File: src/shared/doc_stage_pkg.sv
// Purpose: Constants and types shared by the directional overcurrent stage.
// Assumes: Currents in units of 0.01 x nominal, angles in units of 0.1 deg.
// Notes:   Register map is byte addressed on a 32-bit APB bus.
package doc_stage_pkg;

    // ---------------------------------------------------------------
    // Register offsets
    // ---------------------------------------------------------------
    localparam logic [7:0] OFS_GENERAL  = 8'h00;
    localparam logic [7:0] OFS_GROUPSEL = 8'h04;
    localparam logic [7:0] OFS_PICKUP   = 8'h08;
    localparam logic [7:0] OFS_SECTOR   = 8'h0c;
    localparam logic [7:0] OFS_STATUS   = 8'h10;
    localparam logic [7:0] OFS_ANGLE    = 8'h14;
    localparam int         GRP_STRIDE   = 16;
    localparam int         NUM_GROUPS   = 4;
    localparam logic [7:0] OFS_GRP_BASE = 8'h20;

    // ---------------------------------------------------------------
    // Field layouts of the general register
    // ---------------------------------------------------------------
    localparam int GEN_STATE_LSB = 0;
    localparam int GEN_FORCE_LSB = 4;
    localparam int GEN_MAG_LSB   = 8;
    localparam int GEN_LNEN_BIT  = 12;
    localparam int GEN_FEN_BIT   = 13;

    // ---------------------------------------------------------------
    // Enumerations
    // ---------------------------------------------------------------
    typedef enum logic [2:0] {
        ST_ON, ST_BLOCKED, ST_TEST, ST_TEST_BLOCKED, ST_OFF
    } stage_operating_state_e;

    typedef enum logic [1:0] {
        FS_NORMAL, FS_START, FS_TRIP, FS_BLOCKED
    } force_status_e;

    typedef enum logic [1:0] {
        MAG_FUNDAMENTAL, MAG_TRUE_RMS, MAG_PEAK_TO_PEAK
    } magnitude_sel_e;

    // ---------------------------------------------------------------
    // Reset values and fixed figures
    // ---------------------------------------------------------------
    localparam logic [15:0] PICKUP_RESET  = 16'd120;
    localparam logic [15:0] HALFW_RESET   = 16'd880;
    localparam logic [15:0] CENTER_RESET  = 16'h0000;
    localparam logic [15:0] HYST_ANGLE    = 16'd20;
    localparam int          RESET_RATIO_PCT = 97;
    localparam int          PCT_FULL      = 100;
    localparam logic [15:0] VLOSS_MV      = 16'd1000;
    localparam logic [15:0] ANGLE_FULL    = 16'd3600;
    localparam logic [15:0] ANGLE_HALF    = 16'd1800;
    localparam int          CLK_MHZ       = 200;
    localparam int          HOLD_MS       = 500;
    localparam int          PREFAULT_MS   = 100;
    localparam int          HOLD_CYCLES   = HOLD_MS * 1000 * CLK_MHZ;
    localparam int          PREFAULT_CYCLES = PREFAULT_MS * 1000 * CLK_MHZ;
    localparam int          NUM_STAGES    = 4;

endpackage : doc_stage_pkg

File: src/hdl/dir_overcurrent_block.sv
// Purpose: Four directional overcurrent stages with an APB register file.
// Assumes: Front end delivers one sample set per meas_valid pulse.
// Notes:   Delay characteristics and logging are outside this block.
//
// Functional notes
// - Magnitude select: fundamental, true RMS, peak-to-peak.
// - Direction angle: current minus voltage reference.
// - Positive-sequence voltage angle is normal reference.
// - Line-to-line mode uses healthy-phase voltage angle.
// - Short-circuit uses impedance-derived reference angle.
// - Below 1 V hold memory 0.5 s, then 0 deg.
// - Angle memory keeps angle 100 ms before fault.
// - Common threshold; any phase above picks up.
// - Release below 97 percent of threshold.
// - Threshold in 0.01 In steps, default 1.20.
// - Direction mode select, default directional.
// - Non-directional trips on magnitude alone.
// - Directional needs angle inside sector, default 88.
// - Sector centre settable, default 0 deg.
// - Two degree hysteresis at sector boundary.
// - Operating state select, gated by global enable.
// - Forced status when forcing globally enabled.
// - General settings ignore setting group changes.
// - Pick-up and direction follow active group.
// - Four independent stage copies.
// - Block at pick-up gives blocked, resets start.
`timescale 1ns/1ps
module dir_overcurrent_block
    import doc_stage_pkg::*;
#(
    parameter int STAGES      = NUM_STAGES,
    parameter int HOLD_CNT    = HOLD_CYCLES,
    parameter int PREFAULT_CNT = PREFAULT_CYCLES
) (
    // Clock and reset.
    input  wire logic               sys_clk,
    input  wire logic               rstn,
    // APB slave.
    input  wire logic               psel,
    input  wire logic               penable,
    input  wire logic               pwrite,
    input  wire logic [7:0]         paddr,
    input  wire logic [31:0]        pwdata,
    output logic                    pready,
    output logic                    pslverr,
    output logic [31:0]             prdata,
    // Measurement front end.
    input  wire logic               meas_valid,
    input  wire logic [15:0]        fund_l1,
    input  wire logic [15:0]        fund_l2,
    input  wire logic [15:0]        fund_l3,
    input  wire logic [15:0]        true_rms_magnitude_l1,
    input  wire logic [15:0]        true_rms_magnitude_l2,
    input  wire logic [15:0]        true_rms_magnitude_l3,
    input  wire logic [15:0]        pp_l1,
    input  wire logic [15:0]        pp_l2,
    input  wire logic [15:0]        pp_l3,
    input  wire logic [15:0]        i1_angle,
    input  wire logic [15:0]        u1_angle,
    input  wire logic               u1_available,
    input  wire logic               line_to_line_only_mode,
    input  wire logic [15:0]        healthy_ll_angle,
    input  wire logic               short_circuit,
    input  wire logic [15:0]        impedance_angle,
    input  wire logic [15:0]        u_secondary_mv,
    // Trip logic side.
    input  wire logic [STAGES-1:0]  block_in,
    output logic [STAGES-1:0]       stage_start,
    output logic [STAGES-1:0]       stage_trip,
    output logic [STAGES-1:0]       stage_blocked
);

    // ---------------------------------------------------------------
    // Helpers
    // ---------------------------------------------------------------
    // Wraps a signed angle difference into -180..180 degrees.
    function automatic logic signed [15:0] wrap(input logic signed [16:0] a);
        logic signed [16:0] r;
        r = a;
        if (r > $signed({1'b0, ANGLE_HALF})) begin
            r = r - $signed({1'b0, ANGLE_FULL});
        end else if (r < -$signed({1'b0, ANGLE_HALF})) begin
            r = r + $signed({1'b0, ANGLE_FULL});
        end
        return r[15:0];
    endfunction : wrap

    // Absolute value of a wrapped angle.
    function automatic logic [15:0] absang(input logic signed [15:0] a);
        return a[15] ? 16'(-a) : 16'(a);
    endfunction : absang

    // ---------------------------------------------------------------
    // Register file
    // ---------------------------------------------------------------
    logic [31:0] general [STAGES];
    logic [1:0]  group_sel;
    logic [15:0] grp_pickup [NUM_GROUPS][STAGES];
    logic [15:0] grp_halfw  [NUM_GROUPS][STAGES];
    logic [15:0] grp_center [NUM_GROUPS][STAGES];
    logic        grp_nondir [NUM_GROUPS][STAGES];
    logic [15:0] ref_angle;
    logic signed [15:0] dir_angle;

    wire         wr_en  = psel && penable && pwrite;
    wire  [1:0]  stg    = paddr[3:2];
    wire         in_grp = paddr >= OFS_GRP_BASE;
    wire  [7:0]  grel   = paddr - OFS_GRP_BASE;
    wire  [1:0]  gidx   = grel[7:6];
    wire  [1:0]  gstg   = grel[5:4];
    wire  [1:0]  gfld   = grel[3:2];

    assign pready = 1'b1;
    assign pslverr = 1'b0;

    // General settings are per stage and independent of groups.
    always_ff @(posedge sys_clk) begin
        if (!rstn) begin
            for (int s = 0; s < STAGES; s++) begin
                general[s] <= '0;
            end
        end else if (wr_en && !in_grp && paddr[7:4] == OFS_GENERAL[7:4]) begin
            general[stg] <= pwdata;
        end
    end

    // Active group pointer.
    always_ff @(posedge sys_clk) begin
        if (!rstn) begin
            group_sel <= '0;
        end else if (wr_en && paddr == OFS_STATUS + 8'h0c) begin
            group_sel <= pwdata[1:0];
        end
    end

    // Group settings, each group holding four stage slots.
    always_ff @(posedge sys_clk) begin
        if (!rstn) begin
            for (int g = 0; g < NUM_GROUPS; g++) begin
                for (int s = 0; s < STAGES; s++) begin
                    grp_pickup[g][s] <= PICKUP_RESET;
                    grp_halfw[g][s]  <= HALFW_RESET;
                    grp_center[g][s] <= CENTER_RESET;
                    grp_nondir[g][s] <= 1'b0;
                end
            end
        end else if (wr_en && in_grp) begin
            unique case (gfld)
                2'd0: grp_pickup[gidx][gstg] <= pwdata[15:0];
                2'd1: grp_halfw[gidx][gstg]  <= pwdata[15:0];
                2'd2: grp_center[gidx][gstg] <= pwdata[15:0];
                2'd3: grp_nondir[gidx][gstg] <= pwdata[0];
            endcase
        end
    end

    // Read data, registered at the setup phase.
    always_ff @(posedge sys_clk) begin
        if (!rstn) begin
            prdata <= '0;
        end else if (psel && !penable && !pwrite) begin
            if (in_grp) begin
                unique case (gfld)
                    2'd0: prdata <= {16'h0000, grp_pickup[gidx][gstg]};
                    2'd1: prdata <= {16'h0000, grp_halfw[gidx][gstg]};
                    2'd2: prdata <= {16'h0000, grp_center[gidx][gstg]};
                    2'd3: prdata <= {31'h0, grp_nondir[gidx][gstg]};
                endcase
            end else if (paddr[7:4] == OFS_GENERAL[7:4]) begin
                prdata <= general[stg];
            end else if (paddr == OFS_STATUS) begin
                prdata <= {20'h0, stage_blocked, stage_trip, stage_start};
            end else if (paddr == OFS_ANGLE) begin
                prdata <= {ref_angle, dir_angle};
            end else if (paddr == OFS_STATUS + 8'h0c) begin
                prdata <= {30'h0, group_sel};
            end else begin
                prdata <= '0;
            end
        end
    end

    // ---------------------------------------------------------------
    // Reference angle and voltage memory
    // ---------------------------------------------------------------
    logic [15:0] live_ref;
    logic [15:0] delay_line;
    logic [15:0] angle_mem;
    logic [31:0] pre_cnt;
    logic [31:0] hold_cnt;
    logic        any_pickup;
    logic        vloss;

    // Pick the live reference source.
    always_comb begin
        if (short_circuit) begin
            live_ref = impedance_angle;
        end else if (line_to_line_only_mode) begin
            live_ref = healthy_ll_angle;
        end else if (u1_available) begin
            live_ref = u1_angle;
        end else begin
            live_ref = u1_angle;
        end
    end

    assign vloss = u_secondary_mv < VLOSS_MV;

    // Delayed angle tap refreshed every pre-fault interval.
    always_ff @(posedge sys_clk) begin
        if (!rstn) begin
            pre_cnt    <= '0;
            delay_line <= '0;
            angle_mem  <= '0;
        end else if (!any_pickup && !vloss) begin
            if (pre_cnt >= 32'(PREFAULT_CNT - 1)) begin
                pre_cnt    <= '0;
                angle_mem  <= delay_line;
                delay_line <= live_ref;
            end else begin
                pre_cnt <= pre_cnt + 32'd1;
            end
        end
    end

    // Hold timer during voltage loss.
    always_ff @(posedge sys_clk) begin
        if (!rstn) begin
            hold_cnt <= '0;
        end else if (!vloss) begin
            hold_cnt <= '0;
        end else if (hold_cnt < 32'(HOLD_CNT)) begin
            hold_cnt <= hold_cnt + 32'd1;
        end
    end

    // Effective reference angle.
    always_comb begin
        if (!vloss) begin
            ref_angle = live_ref;
        end else if (hold_cnt < 32'(HOLD_CNT)) begin
            ref_angle = angle_mem;
        end else begin
            ref_angle = '0;
        end
    end

    assign dir_angle = wrap(17'($signed(i1_angle)) -
                            17'($signed(ref_angle)));

    // ---------------------------------------------------------------
    // Stage copies
    // ---------------------------------------------------------------
    logic [STAGES-1:0] picked;
    logic [STAGES-1:0] in_sector;
    assign any_pickup = |picked;

    for (genvar s = 0; s < STAGES; s++) begin : g_stage
        logic [15:0] m1, m2, m3, thr, hw, ctr;
        logic [31:0] rel_thr;
        logic signed [15:0] off;
        logic        over, under, nondir, dir_ok, lnen, fen;
        stage_operating_state_e opst;
        force_status_e          fst;
        magnitude_sel_e         msel;

        assign opst  = stage_operating_state_e'(general[s][GEN_STATE_LSB +: 3]);
        assign fst   = force_status_e'(general[s][GEN_FORCE_LSB +: 2]);
        assign msel  = magnitude_sel_e'(general[s][GEN_MAG_LSB +: 2]);
        assign lnen  = general[s][GEN_LNEN_BIT];
        assign fen   = general[s][GEN_FEN_BIT];
        assign thr    = grp_pickup[group_sel][s];
        assign hw     = grp_halfw[group_sel][s];
        assign ctr    = grp_center[group_sel][s];
        assign nondir = grp_nondir[group_sel][s];

        // Magnitude selection per phase.
        always_comb begin
            unique case (msel)
                MAG_TRUE_RMS: begin
                    m1 = true_rms_magnitude_l1; m2 = true_rms_magnitude_l2; m3 = true_rms_magnitude_l3;
                end
                MAG_PEAK_TO_PEAK: begin
                    m1 = pp_l1; m2 = pp_l2; m3 = pp_l3;
                end
                default: begin
                    m1 = fund_l1; m2 = fund_l2; m3 = fund_l3;
                end
            endcase
        end

        // Pick-up above threshold, release below 97 percent.
        assign rel_thr = (32'(thr) * 32'(RESET_RATIO_PCT));
        assign over  = m1 > thr || m2 > thr || m3 > thr;
        assign under = 32'(m1) * 32'(PCT_FULL) < rel_thr &&
                       32'(m2) * 32'(PCT_FULL) < rel_thr &&
                       32'(m3) * 32'(PCT_FULL) < rel_thr;

        // Sector check with boundary hysteresis.
        assign off = wrap(17'(dir_angle) - 17'($signed(ctr)));
        assign dir_ok = in_sector[s]
            ? absang(off) <= hw + HYST_ANGLE
            : absang(off) <= hw;

        // Stage state updated on each measurement set.
        always_ff @(posedge sys_clk) begin
            if (!rstn) begin
                picked[s]        <= 1'b0;
                in_sector[s]     <= 1'b0;
                stage_start[s]   <= 1'b0;
                stage_trip[s]    <= 1'b0;
                stage_blocked[s] <= 1'b0;
            end else if (meas_valid) begin
                in_sector[s] <= dir_ok;
                picked[s] <= picked[s] ? !under : over;
                if (fen) begin
                    stage_start[s]   <= fst == FS_START;
                    stage_trip[s]    <= fst == FS_TRIP;
                    stage_blocked[s] <= fst == FS_BLOCKED;
                end else if (lnen && opst == ST_OFF) begin
                    stage_start[s]   <= 1'b0;
                    stage_trip[s]    <= 1'b0;
                    stage_blocked[s] <= 1'b0;
                end else if (block_in[s] || (lnen &&
                         (opst == ST_BLOCKED || opst == ST_TEST_BLOCKED))) begin
                    stage_start[s]   <= 1'b0;
                    stage_trip[s]    <= 1'b0;
                    stage_blocked[s] <= picked[s] ? !under : over;
                end else begin
                    stage_blocked[s] <= 1'b0;
                    stage_start[s]   <= picked[s] ? !under : over;
                    stage_trip[s]    <= (picked[s] ? !under : over) &&
                                        (nondir || dir_ok);
                end
            end
        end
    end

endmodule : dir_overcurrent_block

File: config.mk
export PLATFORM = sky130hd
export DESIGN_NAME = dir_overcurrent_block
export DESIGN_NICKNAME = d
export VERILOG_FILES = /design/src/shared/doc_stage_pkg.sv /design/src/hdl/dir_overcurrent_block.sv
export SDC_FILE = /design/constraint.sdc
export NUM_CORES = 2
export LEC_CHECK = 0
export BUFFER_PORTS_ARGS = -buffer_cell sky130_fd_sc_hd__buf_2
export CAP_MARGIN = 25
export CORE_ASPECT_RATIO = 1.5
export CORE_MARGIN = 2
export CORE_UTILIZATION = 30
export CTS_BUF_LIST = sky130_fd_sc_hd__clkbuf_4
export CTS_CLUSTER_SIZE = 25
export DETAILED_ROUTE_END_ITERATION = 8
export GPL_TIMING_DRIVEN = 0
export SLEW_MARGIN = 30
export SYNTH_ARGS = -nofsm -noshare
export SYNTH_HDL_FRONTEND = slang
export SYNTH_SLANG_ARGS = --single-unit
File: constraint.sdc
create_clock -name sys_clk -period 16.83 [get_ports sys_clk]
set_input_delay 0.8415 -clock sys_clk [delete_from_list [all_inputs] [get_ports sys_clk]]
set_output_delay 0.8415 -clock sys_clk [all_outputs]
set_load 0.05 [all_outputs]
* After elaboration in Yosys (flattened, before gate mapping)
Memory sizes are Yosys's and may differ from the RTL's. A register that Yosys moved wholly into a read port is not among the register bits. Cells that the tools add are included.
Storage, ports and cells: bits in registers 150, bits in writable memories 912, output and inout port bits 46, logic and storage cells 369, memories 5
Memories:
- grp_center | words 4, width 64, read ports 2, clocked after Yosys merged registers in 1, write ports 4, line dir_overcurrent_block.sv:100 | logic [15:0] grp_center [NUM_GROUPS][STAGES];
- grp_halfw | words 4, width 64, read ports 2, clocked after Yosys merged registers in 1, write ports 4, line dir_overcurrent_block.sv:99 | logic [15:0] grp_halfw [NUM_GROUPS][STAGES];
- grp_pickup | words 4, width 64, read ports 2, clocked after Yosys merged registers in 1, write ports 4, line dir_overcurrent_block.sv:98 | logic [15:0] grp_pickup [NUM_GROUPS][STAGES];
- general | words 4, width 32, read ports 5, clocked after Yosys merged registers in 0, write ports 4, line dir_overcurrent_block.sv:96 | logic [31:0] general [STAGES];
- grp_nondir | words 4, width 4, read ports 2, clocked after Yosys merged registers in 1, write ports 4, line dir_overcurrent_block.sv:101 | logic grp_nondir [NUM_GROUPS][STAGES];
Cells by class: $add $sub $neg 26, multiply operators 16, order comparisons 48, equal/unequal tests 38, multiplexer cells 140, bitwise logic cells 1, reductions and logical operators 69
Operator list (count):
- $mux W64 | 9
- $mux W16 | 25
- $pmux W16 S2 | 12
- $lt A23 B23 Y1 | 12
- $mul A16 B5 Y21 const B | 12
- $gt A16 B16 Y1 | 12
- $mux W32 | 6
- $reduce_or A64 Y1 | 3
- $le A16 B16 Y1 | 8
- $pmux W32 S4 | 1
- $bmux W16 S2 | 3
- $mul A16 B7 Y23 const B | 4
- $gt A17 B12 Y1 const B | 5
- $lt A17 B12 Y1 const B | 5
- $sub A16 B16 Y17 | 5
- $add A16 B13 Y16 const B | 5
- $sub A16 B13 Y16 const B | 5
- $add A16 B5 Y16 const B | 4
- $add A32 B1 Y32 const B | 2
- $mux W1 | 64
- $neg A16 Y16 | 4
- $demux W16 S2 | 1
- $ge A32 B25 Y1 const B | 1
- $lt A32 B27 Y1 const B | 1
- 24 further kinds | 129

* Longest topological paths before layout
word-level depth 20, mapped depth 59

* Worst setup path before layout
No wires, ideal clock.
kind reg2reg, start point register (tool-made name), end point register stage_trip[1], library setup time 0.074 ns, data arrival time 11.385 ns, data required time 16.756 ns, setup slack 5.371 ns, stages on the path, launching flop included 46, path buffers 11, clock period less this slack 11.459 ns, cells stage by stage dfxtp_1 -> clkbuf_1 -> clkbuf_1 -> buf_2 -> clkbuf_1 -> buf_1 -> buf_2 -> buf_1 -> buf_2 -> buf_1 -> clkbuf_1 -> clkbuf_1 -> mux4_2 -> ha_1 -> ha_1 -> ha_1 -> inv_1 -> fa_1 -> [10 not listed] -> a21oi_1 -> o21ai_0 -> a21oi_1 -> o21bai_1 -> a21o_1 -> a21oi_1 -> xnor2_1 -> ha_1 -> nand4_1 -> or4_1 -> o22ai_1 -> nor4_1 -> o31ai_1 -> o41ai_1 -> a311oi_1 -> nor2b_1 -> o21ai_0 -> a31oi_1
RTL lines:
- to (signal, indexed assignment) | line dir_overcurrent_block.sv:332 | stage_trip[s] <= (picked[s] ? !under : over) &&
- to (decl) | line dir_overcurrent_block.sv:69 | output logic [STAGES-1:0] stage_trip,

==> reports/qor.yml <==
placement:
  gp_congestion: 1.150
  dpl.cell_count: 14950
  placed_cell_area_sq_um: 112000
  portBuffers: 297
  hpwl_um: 348800
  place_ws_ps: 1048
finish:
  drive_gt1_frac: 0.1447
  fin_cells: 15430
  design_area_sq_um: 115300
  fin_nets: 12740
  fin_util: 0.3395
  area_growth_pct: 12.45
synthesis:
  synth-edff-count: 911
  postSynthAreaPerCell_sq_um: 10.17
  ys_async_sr_fraction: 0
  synth-main-ff-cell: "edfxtp_1"
  syn_inst: 10080
  synth_cell_types: 130
  syn-num-nets: 12100
  yosysWarnings: 0
  yosysSeqAreaShare: 0.2967
  syn_area_sq_um: 102500
  ys_ff_latch: 1064
timing:
  hold_viol: 0
  period_share: 0.9379
  layout_setup_ws_ps: 1046
  setup_viol: 0
  period_minus_slack_ps: 15780
  slew_violations: 0
  fmaxAchievable_mhz: 63.35
  setup-tns-final_ps: 0
  hold_slack_ps: 51.51
  fin_worst_skew_ps: 164.4
  slew_headroom: 0.1448
  worstMarginPinSlew_ps: 1273
  rsz0062_at_grt: "false"
floorplanning:
  ios: 323
  rows: 262
  die_h_um: 720.0
  die_area_sq_um: 346500
  core_sq_um: 339600
  initial_core_util: 0.3019
  die_x_um: 481.3
run_status:
  status: "finished clean"
grt:
  gr-max-usage-layer: "met2"
  antenna_found_initial: 56
  grt_use_met3: 0.07231
  gr-usage-met2: 0.4049
  track_usage: 0.2480
  grt_first_pass_wirelength_um: 615500
  grt_max_degree: 19
  met1_usage: 0.2469
  grt.overflow.total: 0
  grt_pass1_vias: 86590
clock_tree:
  cts_setup_buffers: 0
  root_buffer: "clkbuf_4"
  cts_tree: "built"
  htree_num_levels: 4
  clock_path_buffers: 4
  clock_latency_ps: 1310
  cts_made_buffers: 240
  clock_sinks: 1064
  clk_pin_slew_worst_paths_ps: 90
run:
  maxCapViolCount: 0
power:
  pwr_density_cell_nw_per_um2: 151.7
  vdd.ir_drop.worst_v: 0.0001425
  power_leakage_nw: 48.99
  p_total_mw: 17.49
critical_path:
  arrival_ps: 16930
  crit_fanout: 10
  critPathSlowestCell: "clkbuf_1"
  rr_worst_depth: 46
  critPathLaunchType: "flip-flop"
  setup.worst_path.class: "reg -> reg"
  critPathMostFrequentCell: "clkbuf_1"
  cp_data_required_time_ps: 17970
  critical-path-max-stage-delay_ps: 840
  endpoint_kind: "flip-flop"
route:
  vias: 87010
  drc: 0
  first_pass_iters: 6
  drt-vias-per-instance: 5.639
  wirelength_um: 439000
  antenna_left: 0
  drt_iter0_drc: 9366
  detail_route.wl_per_cell_um: 28.45
worst_hold_path:
  holdPathStages: 3
  hold_class: "in -> reg"
Yosys cell counts, types with 53 or more instances:
cell,number,area [sq um]
and2_1,665,4160
and3_1,59,369.1
mux4_2,473,10650
mux2i_1,66,660.6
dfxtp_1,153,3063
nand2_1,476,1787
nor2_1,500,1877
o21bai_1,53,397.9
xor2_1,177,1550
edfxtp_1,911,27360
a31oi_1,66,412.9
nand4_1,151,944.7
nor2b_1,118,738.2
a21oi_1,512,2562
a21o_1,201,1509
a22oi_1,210,1577
inv_1,1084,4069
nand2b_1,100,625.6
o21ai_0,621,3108
fa_1,169,3383
nand3_1,103,515.5
xnor2_1,348,3048
clkbuf_1,417,1565
or3_1,198,1239
nor3_1,65,325.3
ha_1,1574,19690
repair_timing:
action	in CTS	in global routing
hold buffers	5	0
resized for setup	0	0
hold endpoints to repair	5	0
setup endpoints to repair	0	0
state kept, by name, summed over array words and instances, names as in the netlist, named ones only:
| register | cells |
|---|---|
| delay_line | 16 |
| stage_blocked | 4 |
| group_sel | 2 |
| stage_trip | 4 |
| picked | 4 |
| hold_cnt | 32 |
| grp_nondir | 16 |
| grp_center | 256 |
| grp_pickup | 256 |
| general | 128 |
| stage_start | 4 |
| in_sector | 4 |
| prdata | 32 |
| angle_mem | 16 |
| grp_halfw | 256 |
| pre_cnt | 32 |
logic make-up (layout without fill, tap and decap cells):
logic type | Yosys count | after routing | synth area share
other cells | 2 | 54 | 0.00007325
simple gates | 2568 | 2568 | 0.1334
mux | 547 | 547 | 0.1113
compound gates | 2043 | 2043 | 0.1272
xor+xnor | 539 | 539 | 0.04762
flops | 1064 | 1064 | 0.2967
buf+inv | 1575 | 2382 | 0.05843
fa+ha+maj | 1744 | 1744 | 0.2252
metal layers:
layer,wire length [um],share of wire
met1,139300,0.32
met2,201300,0.46
met4,55040,0.13
met3,43230,0.098
met5,119,0.00027
worst paths after layout:
| path | startpoint | end | slack (ps) |
|---|---|---|---|
| setup reg to reg | flip-flop | stage_trip[1] | 1050 |
| setup / recovery | flip-flop | stage_trip[1] | 1050 |
| hold / removal | pwdata[25] | general[3][25] | 50 |
| hold reg to reg | prdata[29] | prdata[29] | 460 |
report_power, final:
group / internal (mW) / switching (mW) / leakage [nW]
sequential: 2.98 / 0.0936 / 9.97
clock: 0.973 / 1.12 / 1.76
combinational: 4.82 / 7.50 / 37.3
total: 8.77 / 8.72 / 49.0
cells in the final DEF, fill, tap and decap left out, drive strengths merged, types with 22 or more instances in the layout:
cell type / Yosys / routed
nor4: 39 / 39
nor3: 68 / 68
mux4: 473 / 473
a211oi: 36 / 36
nand2b: 100 / 100
or3: 198 / 198
diode: 0 / 52
nand4: 152 / 152
clkbuf: 417 / 759
a41oi: 22 / 22
o21ai: 626 / 626
a31oi: 70 / 70
xor2: 177 / 177
a21oi: 516 / 516
nor2: 505 / 505
clkinv: 2 / 70
nand2: 477 / 477
mux2i: 66 / 66
o31ai: 32 / 32
nor2b: 118 / 118
xnor2: 353 / 353
edfxtp: 911 / 911
a21o: 201 / 201
a22oi: 211 / 211
buf: 71 / 455
inv: 1085 / 1088
nand3: 104 / 104
fa: 169 / 169
a21boi: 26 / 26
dfxtp: 153 / 153
o21a: 44 / 44
ha: 1574 / 1574
and3: 60 / 60
and2: 666 / 666
o21bai: 53 / 53
final cells by class:
class / instances / area [sq um]
Sequential cell: 1064 / 30420
Timing Repair Buffer: 391 / 3032
Clock buffer: 340 / 2552
Multi-Input combinational cell: 7443 / 67010
Antenna cell: 52 / 130.1
Tap cell: 4488 / 5615
Fill cell: 34910 / 224300
Clock inverter: 76 / 394.1
Inverter: 1087 / 4080
Buffer: 488 / 2053
worst max-delay path, delay by kind of cell, from the launching register on:
family          cells  cell delay, ps
compound gates     17            4490
xor+xnor            1             320
fa+ha+maj           3             750
buf+inv            12            7510
flops               1             320
mux                 3            1010
simple gates       10            1250
Note: power is estimated with default switching activity, not from simulation.
